$ cat src/rtl/acmp_pkg.sv
package acmp_pkg;

  // register offsets on the plain register port
  localparam int unsigned REG_AW = 3;
  localparam int unsigned REG_DW = 8;
  localparam logic [REG_AW-1:0] OFS_CTRL_STATUS = 3'h0;
  localparam logic [REG_AW-1:0] OFS_SHARED_FUNC = 3'h1;
  localparam logic [REG_AW-1:0] OFS_EVT_STATUS  = 3'h2;
  localparam logic [REG_AW-1:0] OFS_EVT_MASK    = 3'h3;

  // comparator_control_status fields
  localparam int unsigned BIT_DISABLE = 7;
  localparam int unsigned BIT_BANDGAP = 6;
  localparam int unsigned BIT_OUT     = 5;
  localparam int unsigned BIT_FLAG    = 4;
  localparam int unsigned BIT_IE      = 3;
  localparam int unsigned BIT_CAPTURE = 2;
  localparam int unsigned BIT_MODE_HI = 1;
  localparam int unsigned BIT_MODE_LO = 0;

  // shared_function_control field
  localparam int unsigned BIT_MUX_EN = 3;

  // event status / mask layout
  localparam int unsigned EVT_W      = 2;
  localparam int unsigned EVT_MATCH  = 0;
  localparam int unsigned EVT_TOGGLE = 1;

  // reset values
  localparam logic [1:0]       MODE_RESET  = 2'h0;
  localparam logic [EVT_W-1:0] EVT_RESET   = 2'h0;
  localparam logic [REG_DW-1:0] DATA_RESET = 8'h00;

  localparam int unsigned SYNC_STAGES = 2;

  typedef enum logic [1:0] {
    MODE_TOGGLE = 2'h0,
    MODE_RSVD   = 2'h1,
    MODE_FALL   = 2'h2,
    MODE_RISE   = 2'h3
  } event_mode_t;

  typedef struct packed {
    logic              wr;
    logic              rd;
    logic [REG_AW-1:0] addr;
    logic [REG_DW-1:0] wdata;
  } reg_req_t;

endpackage

$ cat src/rtl/level_sync.sv
`timescale 1ns/1ps
module level_sync
  import acmp_pkg::*;
#(
  parameter int unsigned STAGES = SYNC_STAGES
)(
  input  wire logic ref_clk,
  input  wire logic rst_n,
  input  wire logic d,
  output logic      q
);

  typedef struct packed {
    logic [STAGES-1:0] chain;
  } sync_state_t;

  sync_state_t st_q;
  sync_state_t st_d;

  if (STAGES < 2)
  begin : g_chk
    $error("level_sync needs at least two stages");
  end

  // first stage feeds only the second
  always_comb
  begin
    st_d.chain = {st_q.chain[STAGES-2:0], d};
  end

  always_ff @(posedge ref_clk or negedge rst_n)
  begin
    if (!rst_n)
      st_q <= '0;
    else
      st_q <= st_d;
  end

  assign q = st_q.chain[STAGES-1];

endmodule // level_sync

$ cat src/rtl/analog_comparator_control.sv
// How it works
// raw result high when positive exceeds negative
// output status synchronised, lags two cycles
// disable bit powers comparator down
// bandgap select replaces positive input pin
// matching output edge sets event flag
// vector acknowledge or written one clears flag
// interrupt needs flag, enable and global enable
// capture route links output to timer capture
// mode field picks toggle, fall or rise
// software disables interrupt before changing mode
// software disables interrupt before changing disable
// negative pin unless mux borrowed
// channel select picks borrowed negative channel
// converter enable decides if mux borrowable
// edges found against previous output; reserved silent
`timescale 1ns/1ps
module analog_comparator_control
  import acmp_pkg::*;
#(
  parameter int unsigned VW  = 10,
  parameter int unsigned NCH = 8,
  parameter int unsigned CSW = 3
)(
  input  wire logic                    ref_clk,
  input  wire logic                    rst_n,
  input  wire reg_req_t                bus_req,
  output logic [REG_DW-1:0]            rdata,
  input  wire logic [VW-1:0]           positive_input_pin,
  input  wire logic [VW-1:0]           negative_input_pin,
  input  wire logic [VW-1:0]           bandgap_level,
  input  wire logic [NCH-1:0][VW-1:0]  analog_channel_pins,
  input  wire logic [CSW-1:0]          channel_select,
  input  wire logic                    converter_enable,
  input  wire logic                    global_irq_enable,
  input  wire logic                    irq_vector_ack,
  output logic                         comparator_powered,
  output logic                         comparator_output_status,
  output logic                         comparator_irq_req,
  output logic                         capture_trigger,
  output logic                         irq
);

  if (VW < 1)
  begin : g_chk_vw
    $error("level width must be at least one bit");
  end
  if (NCH != (1 << CSW))
  begin : g_chk_nch
    $error("channel count must match channel select width");
  end

  ////////////////////////////////////////////////////////////////////////////

  typedef struct packed {
    logic              dis;
    logic              bg;
    logic              flag;
    logic              ie;
    logic              cap;
    event_mode_t       mode;
    logic              mux_en;
    logic              out_prev;
    logic [EVT_W-1:0]  evt_sts;
    logic [EVT_W-1:0]  evt_msk;
    logic [REG_DW-1:0] rdata;
  } ctrl_state_t;

  ctrl_state_t st_q;
  ctrl_state_t st_d;

  logic [VW-1:0]     pos_level;
  logic [VW-1:0]     neg_level;
  logic              mux_borrowed;
  logic              raw_result;
  logic              out_sync;
  logic              rise;
  logic              fall;
  logic              match;
  logic [EVT_W-1:0]  evt_hit;
  logic [REG_DW-1:0] ctrl_view;
  logic [REG_DW-1:0] wd;
  logic              wr_ctrl;
  logic              wr_func;
  logic              wr_sts;
  logic              wr_msk;

  ////////////////////////////////////////////////////////////////////////////
  // input selection and comparison

  // converter multiplexer only when converter is off
  assign mux_borrowed = st_q.mux_en && !converter_enable;

  always_comb
  begin
    pos_level = st_q.bg ? bandgap_level : positive_input_pin;
    if (mux_borrowed)
      neg_level = analog_channel_pins[channel_select];
    else
      neg_level = negative_input_pin;
  end

  // powered down core drives a steady low
  assign raw_result = !st_q.dis && (pos_level > neg_level);
  assign comparator_powered = !st_q.dis;

  level_sync #(
    .STAGES (SYNC_STAGES)
  ) u_out_sync (
    .ref_clk (ref_clk),
    .rst_n   (rst_n),
    .d       (raw_result),
    .q       (out_sync)
  );

  ////////////////////////////////////////////////////////////////////////////
  // edge detection and event selection

  assign rise = out_sync && !st_q.out_prev;
  assign fall = !out_sync && st_q.out_prev;

  always_comb
  begin
    unique case (st_q.mode)
      MODE_TOGGLE: match = rise || fall;
      MODE_FALL:   match = fall;
      MODE_RISE:   match = rise;
      MODE_RSVD:   match = 1'b0;
    endcase
  end

  always_comb
  begin
    evt_hit             = '0;
    evt_hit[EVT_MATCH]  = match;
    evt_hit[EVT_TOGGLE] = rise || fall;
  end

  ////////////////////////////////////////////////////////////////////////////
  // register decode

  assign wd      = bus_req.wdata;
  assign wr_ctrl = bus_req.wr && (bus_req.addr == OFS_CTRL_STATUS);
  assign wr_func = bus_req.wr && (bus_req.addr == OFS_SHARED_FUNC);
  assign wr_sts  = bus_req.wr && (bus_req.addr == OFS_EVT_STATUS);
  assign wr_msk  = bus_req.wr && (bus_req.addr == OFS_EVT_MASK);

  always_comb
  begin
    ctrl_view              = '0;
    ctrl_view[BIT_DISABLE] = st_q.dis;
    ctrl_view[BIT_BANDGAP] = st_q.bg;
    ctrl_view[BIT_OUT]     = out_sync;
    ctrl_view[BIT_FLAG]    = st_q.flag;
    ctrl_view[BIT_IE]      = st_q.ie;
    ctrl_view[BIT_CAPTURE] = st_q.cap;
    ctrl_view[BIT_MODE_HI] = st_q.mode[1];
    ctrl_view[BIT_MODE_LO] = st_q.mode[0];
  end

  ////////////////////////////////////////////////////////////////////////////
  // next state

  always_comb
  begin
    st_d          = st_q;
    st_d.out_prev = out_sync;

    if (wr_ctrl)
    begin
      st_d.dis  = wd[BIT_DISABLE];
      st_d.bg   = wd[BIT_BANDGAP];
      st_d.ie   = wd[BIT_IE];
      st_d.cap  = wd[BIT_CAPTURE];
      st_d.mode = event_mode_t'({wd[BIT_MODE_HI], wd[BIT_MODE_LO]});
    end
    if (wr_func)
      st_d.mux_en = wd[BIT_MUX_EN];
    if (wr_msk)
      st_d.evt_msk = wd[EVT_W-1:0];

    // a new event outranks a clear in the same cycle
    st_d.flag = match
             || (st_q.flag
                 && !irq_vector_ack
                 && !(wr_ctrl && wd[BIT_FLAG]));
    st_d.evt_sts = evt_hit
                 | (st_q.evt_sts & ~(wr_sts ? wd[EVT_W-1:0] : EVT_RESET));

    st_d.rdata = DATA_RESET;
    if (bus_req.rd)
    begin
      unique case (bus_req.addr)
        OFS_CTRL_STATUS: st_d.rdata = ctrl_view;
        OFS_SHARED_FUNC: st_d.rdata[BIT_MUX_EN] = st_q.mux_en;
        OFS_EVT_STATUS:  st_d.rdata[EVT_W-1:0] = st_q.evt_sts;
        OFS_EVT_MASK:    st_d.rdata[EVT_W-1:0] = st_q.evt_msk;
        default:         st_d.rdata = DATA_RESET;
      endcase
    end
  end

  always_ff @(posedge ref_clk or negedge rst_n)
  begin
    if (!rst_n)
    begin
      st_q          <= '0;
      st_q.mode     <= MODE_TOGGLE;
      st_q.evt_sts  <= EVT_RESET;
      st_q.evt_msk  <= EVT_RESET;
      st_q.rdata    <= DATA_RESET;
    end
    else
    begin
      st_q <= st_d;
    end
  end

  ////////////////////////////////////////////////////////////////////////////
  // outputs

  assign rdata                    = st_q.rdata;
  assign comparator_output_status = out_sync;
  assign comparator_irq_req       = st_q.flag && st_q.ie
                                    && global_irq_enable;
  assign capture_trigger          = st_q.cap && out_sync;
  assign irq                      = |(st_q.evt_sts & st_q.evt_msk);
endmodule // analog_comparator_control

$ cat config.mk
export PLATFORM = sky130hd
export DESIGN_NAME = analog_comparator_control
export DESIGN_NICKNAME = d
export VERILOG_FILES = /design/src/rtl/acmp_pkg.sv /design/src/rtl/level_sync.sv /design/src/rtl/analog_comparator_control.sv
export SDC_FILE = /design/constraint.sdc
export NUM_CORES = 1
export LEC_CHECK = 0
export ABC_AREA = 1
export BUFFER_PORTS_ARGS = -buffer_cell sky130_fd_sc_hd__buf_2
export CAP_MARGIN = 20
export CORE_ASPECT_RATIO = 1.5
export CORE_MARGIN = 2
export CORE_UTILIZATION = 40
export DETAILED_ROUTE_END_ITERATION = 8
export GPL_TIMING_DRIVEN = 0
export MAX_ROUTING_LAYER = met4
export PLACE_DENSITY = 0.76
export SLEW_MARGIN = 30
export SYNTH_ARGS = -nofsm -noshare
export SYNTH_HDL_FRONTEND = slang
export SYNTH_SLANG_ARGS = --single-unit
$ cat constraint.sdc
create_clock -name ref_clk -period 4.6 [get_ports ref_clk]
set_input_delay 0.69 -clock ref_clk [delete_from_list [all_inputs] [get_ports ref_clk]]
set_output_delay 0.69 -clock ref_clk [all_outputs]
set_load 0.02 [all_outputs]
Word-level counts from Yosys, hierarchy flattened

Index checks and enable logic that the tools add are counted.

Register bits: 23
Input bits: 131
Output and inout port bits: 13
Word-level logic and storage cells: 60

Order comparisons: 2
Equal/unequal tests: 6
Muxes and demuxes: 11
Bitwise logic cells: 4
Reductions and logical operators: 25

Operators by type and width:

| operator                                                                     | number |
|---|---|
| 10-bit binary-select mux with 3-bit select                                   | 1 |
| 10-bit two-way mux                                                           | 3 |
| 1-bit logical AND                                                            | 14 |
| 10-bit greater-than comparator                                               | 1 |
| 8-bit two-way mux                                                            | 1 |
| 3-bit by 2-bit equality test with 1-bit output, second input constant        | 2 |
| 1-bit zero test                                                              | 6 |
| 2-bit case mux with 3 select lines                                           | 1 |
| 2-bit AND                                                                    | 2 |
| 2-bit equality test, second input constant                                   | 2 |
| 3-bit by 4-bit less-than comparator with 1-bit output, second input constant | 1 |
| 4-bit two-way mux                                                            | 1 |
| 1-bit case mux with 4 select lines                                           | 1 |
| 3-bit by 1-bit equality test with 1-bit output, second input constant        | 1 |
| 3-bit zero test                                                              | 1 |
| 2-bit by 1-bit equality test with 1-bit output, second input constant        | 1 |
| 2-bit zero test                                                              | 1 |
| 1-bit logical OR                                                             | 2 |
| 2-bit two-way mux                                                            | 1 |
| 2-bit inverter                                                               | 1 |
| 2-bit OR                                                                     | 1 |
| 1-bit case mux with 2 select lines                                           | 1 |
| 2-bit OR reduction                                                           | 1 |
| 1-bit two-way mux                                                            | 1 |

Logic depth before layout (Yosys ltp)

Word-level depth: 6
Mapped depth: 19
Mapped depth without buffers: 17

Modules after synthesis

Synthesis repeated with hierarchy kept, for this count alone.

Cell total of the unflattened synthesis: 441
Area, all modules: 2488.6 um2

Modules (own cells, without submodules):

| module                    | times used | cells an instance | area each (um2) | seq. area each (um2) |
|---|---|---|---|---|
| analog_comparator_control | 1          | 439               | 2438.6          | 525.5 |
| level_sync                | 1          | 2                 | 50.0            | 50.0 |

Worst setup path after synthesis

Ideal clock, no wire load.

Path type: input -> register
Start point: in channel_select[1]
End point: reg u_out_sync.st_q[0] in the netlist's numbering
Data arrival time: 2.124 ns
Data required time: 4.487 ns
Path slack: 2.363 ns
Cell stages on the path: 16
Path buffers: 2
Cell sequence: buf_4 -> inv_1 -> buf_4 -> nand3_1 -> nand3_1 -> nand3_1 -> nand2_1 -> inv_1 -> ha_1 -> nand2_1 -> nor2_1 -> nand4_1 -> nand2_1 -> inv_1 -> nand2_1 -> inv_1

Longest elaborated chain between the ends: 5

RTL lines:

| item                                       | RTL line                         | text |
|---|---|---|
| start, declared                            | analog_comparator_control.sv:33  | `input wire logic [CSW-1:0] channel_select,` |
| 10-bit binary-select mux with 3-bit select | analog_comparator_control.sv:98  | `neg_level = analog_channel_pins[channel_select];` |
| 10-bit two-way mux (not written as such)   | analog_comparator_control.sv:98  |  |
| 10-bit two-way mux                         | analog_comparator_control.sv:97  | `if (mux_borrowed)` |
| 10-bit greater-than comparator             | analog_comparator_control.sv:104 | `assign raw_result = !st_q.dis && (pos_level > neg_level);` |
| 1-bit logical AND                          | analog_comparator_control.sv:104 |  |
| via raw_result                             | analog_comparator_control.sv:75  | `logic raw_result;` |
| end signal, assigned                       | level_sync.sv:36                 | `st_q <= st_d;` |
| end, declared                              | level_sync.sv:17                 | `sync_state_t st_q;` |

The timed path passes the listed nets, and every way through them passes these cells. The select of a mux whose other input is x is not followed.
A chain may end at the register's enable or synchronous reset.

Worst setup path in the final report

Start point: in converter_enable
End point: reg u_out_sync.st_q[0] in the netlist's numbering

Longest elaborated chain between the ends: 5

RTL lines:

| item                           | RTL line                         | text |
|---|---|---|
| start, declared                | analog_comparator_control.sv:34  | `input wire logic converter_enable,` |
| 1-bit zero test                | analog_comparator_control.sv:92  | `assign mux_borrowed = st_q.mux_en && !converter_enable;` |
| 1-bit logical AND              | analog_comparator_control.sv:92  |  |
| 10-bit two-way mux             | analog_comparator_control.sv:97  |  |
| 10-bit greater-than comparator | analog_comparator_control.sv:104 |  |
| 1-bit logical AND              | analog_comparator_control.sv:104 |  |
| via raw_result                 | analog_comparator_control.sv:75  |  |

The timed path passes the listed nets, and every way through them passes these cells.

==> insert_results.sql <==
INSERT INTO impl_metrics (metric_group, metric, value, unit) VALUES
('clock_tree', 'cts_inserted_buffers', '3', ''),
('placement', 'gp_routability_congestion', '0.859', ''),
('sta', 'setup_viol', '0', ''),
('routing', 'drt_iter0_markers', '142', ''),
('synth', 'ys_ff_latch', '23', ''),
('worst_setup_path', 'critPathKind', 'primary input to register', ''),
('clock_tree', 'htreeDepth', '1', ''),
('pwr', 'power.density', '213', 'nW/µm²'),
('placement', 'dp_hpwl', '6460', 'µm'),
('clock_tree', 'postCtsHoldBufs', '0', ''),
('sta', 'post-route-period-util', '48.6', '%'),
('floorplan', 'pin_count', '144', ''),
('sta', 'worst_pin_slew', '0.537', 'ns'),
('synth', 'netlist_instances', '442', ''),
('worst_setup_path', 'timing.critical_path.fanout_max', '10', ''),
('clock_tree', 'clock_slew_at_the_register_clock_pins_of_the_worst_setup_and_hold_paths', '0.07', 'ns'),
('floorplan', 'die_w', '68.3', 'µm'),
('cells_and_area', 'cell_area_after_layout', '3320', 'µm²'),
('sta', 'slew_violations', '0', ''),
('synth', 'synth.net_count', '585', ''),
('floorplan', 'initial_core_util', '40.7', '%'),
('worst_setup_path', 'startpoint', 'converter_enable', ''),
('clock_tree', 'cts_tree', 'built', ''),
('cells_and_area', 'inserted_diodes', '0', ''),
('worst_setup_path', 'cpPeakStageDelay', '0.38', 'ns'),
('routing', 'drt-pass1-iter-count', '4', ''),
('clock_tree', 'cts_root_buf', 'clkbuf_8', ''),
('worst_setup_path', 'crit_path_cell_trace', 'buf_2 > nor2_1 > clkbuf_1 > nand3_1 > nand2_1 > inv_1 > ha_1 > nand2_1 > nor2_1 > nand4_1 > nand2_1 > inv_1 > nand2_1 > inv_1', ''),
('cells_and_area', 'layout.filler_cells', '603', ''),
('worst_setup_path', 'crit_path_end_kind', 'register', ''),
('sta', 'totalNegativeSetupSlack', '0', 'ns'),
('worst_setup_path', 'path_delay_family', 'simple AND/OR/NAND/NOR gates', ''),
('placement', 'placed_cell_area', '3270', 'µm²'),
('global_routing', 'first_global_vias', '3028', ''),
('routing', 'route.antenna.remaining_nets', '0', ''),
('worst_hold_path', 'min_from', 'u_out_sync.st_q[0]$_DFF_PN0_', ''),
('placement', 'io_buffers', '140', ''),
('clock_tree', 'postCtsSetupRepairBufs', '0', ''),
('synth', 'synth_cell_types', '26', ''),
('sta', 'final.setup_skew', '0.00399', 'ns'),
('global_routing', 'grt_overflow_total', '0', ''),
('cells_and_area', 'multiInputGateArea', '1390', 'µm²'),
('pwr', 'p_leak', '2.22', 'nW'),
('flow_run', 'cap_violations', '0', ''),
('pwr', 'total_power', '705', 'µW'),
('worst_setup_path', 'cp.arrival', '2.39', 'ns'),
('global_routing', 'grt_first_pass_wirelength', '12200', 'µm'),
('cells_and_area', 'areaGrowthSynthToFinish', '33.8', '%'),
('clock_tree', 'post_cts.resized_instances', '0', ''),
('routing', 'num_vias', '3077', ''),
('clock_tree', 'clock_tree.buffer_depth', '2', ''),
('cells_and_area', 'final_nets', '730', ''),
('sta', 'hold_fails_final_rpt', '0', ''),
('synth', 'yosys_warnings', '0', ''),
('worst_setup_path', 'worstPathBufferInverterCount', '5', ''),
('routing', 'vias_per_cell', '4.66', ''),
('global_routing', 'grt_start_max_net_pins', '24', ''),
('floorplan', 'die_ar', '6850', 'µm²'),
('worst_hold_path', 'hp-class', 'register to register', ''),
('sta', 'rsz_0062_raised_after_global_routing', 'false', ''),
('cells_and_area', 'area.sequential', '576', 'µm²'),
('worst_setup_path', 'path_common_cell', 'nand2_1', ''),
('global_routing', 'initial_antenna_violation_count', '0', ''),
('routing', 'drt-wirelength-per-cell', '11.3', 'µm'),
('floorplan', 'core_region_area', '6090', 'µm²'),
('run_status', 'outcome', 'finished, final reports clean', ''),
('sta', 'whs', '0.353', 'ns'),
('worst_setup_path', 'cp-start-kind', 'primary input', ''),
('worst_setup_path', 'r2r-start', 'st_q[13]$_DFFE_PN0P_', ''),
('floorplan', 'num_rows', '35', ''),
('sta', 'finalCriticalPeriod', '2.24', 'ns');
-- final timing paths --
kind	endpoint	slack, ns	cells past startpoint
max in group asynchronous	rdata[6]$_DFF_PN0_	3.87	1
worst min-delay path	u_out_sync.st_q[1]$_DFF_PN0_	0.35	0
worst max register to register	u_out_sync.st_q[0]$_DFF_PN0_	2.47	14
worst max-delay path	u_out_sync.st_q[0]$_DFF_PN0_	2.36	14
min in group asynchronous	rdata[4]$_DFF_PN0_	0.39	1
worst min register to register	u_out_sync.st_q[1]$_DFF_PN0_	0.35	0
-- synthesized netlist by cell type --
library cell	n	share of area (%)
inv_1	90	14
a22o_1	1	0.35
o211ai_1	1	0.30
ha_1	12	6.1
o21ai_0	8	1.6
o21ai_1	4	0.81
inv_2	1	0.15
nor3_1	1	0.20
a21oi_1	5	1.0
a21o_1	1	0.30
buf_4	12	3.6
nand4_1	2	0.50
clkbuf_1	4	0.61
nand2_1	178	27
mux2i_1	1	0.40
nor3_2	1	0.40
buf_2	8	1.6
nor2_1	19	2.9
dfrtp_1	23	23
a31oi_1	1	0.25
buf_6	2	0.91
nand3_1	62	13
nor3_4	1	0.66
o21bai_1	1	0.30
clkinv_1	2	0.30
o311ai_0	1	0.35
-- through the flow --
| stage | instances | worst slack [ns] | util (%) |
|---|---|---|---|
| final | 660 | 2.36 | 54.5 |
| after floorplan | 442 | 2.36 | - |
| after detailed placement | 656 | 2.07 | 53.7 |
| after CTS | 660 | 2.33 | 54.5 |
| after global routing | 660 | 2.15 | 54.5 |
| after global placement | 656 | 2.08 | 53.7 |
-- report_power, final --
part	internal [mW]	switching, mW	total (mW)
logic	0.140	0.192	0.332
clock network	0.0617	0.0594	0.121
registers	0.232	0.0198	0.252
-- cells in the final DEF (no fill, tap or decap), types with 2 or more instances in the layout --
cell type and n:
nor2_1 19, clkbuf_8 3, nand4_1 2, nand2_1 178
dfrtp_1 23, inv_1 90, clkinv_1 2, o21ai_0 8
nand3_1 62, o21ai_1 4, buf_4 12, a21oi_1 5
buf_6 2, ha_1 12, buf_2 148, clkbuf_1 5
-- flip-flops by register name (all words and copies together), names as in the netlist --
name / cells
ctrl_view: 7
rdata: 8
st_q: 6
u_out_sync.st_q: 2
-- logic make-up after synthesis --
group	after synthesis	synth area share (%)
buf+inv	119	20.9
simple gates	264	44.1
compound gates	23	5.30
fa+ha+maj	12	6.06
mux	1	0.404
flops	23	23.2
-- layer usage --
layer,up-vias,routed length [µm],track usage [%]
li1,1608,-,-
met1,1319,2770,22.5
met2,134,4060,46.2
met3,16,436,1.57
met4,0,173,8.00
met5,-,0,-
-- layout make-up --
class / instances / area share, %
tap: 74 / 2.79
buffer: 26 / 5.06
multi-input combinational: 300 / 41.8
sequential: 23 / 17.4
timing repair buffer: 140 / 21.1
inverter: 93 / 10.5
clock buffer: 4 / 1.36
Note: power is estimated with default switching activity, not from simulation.
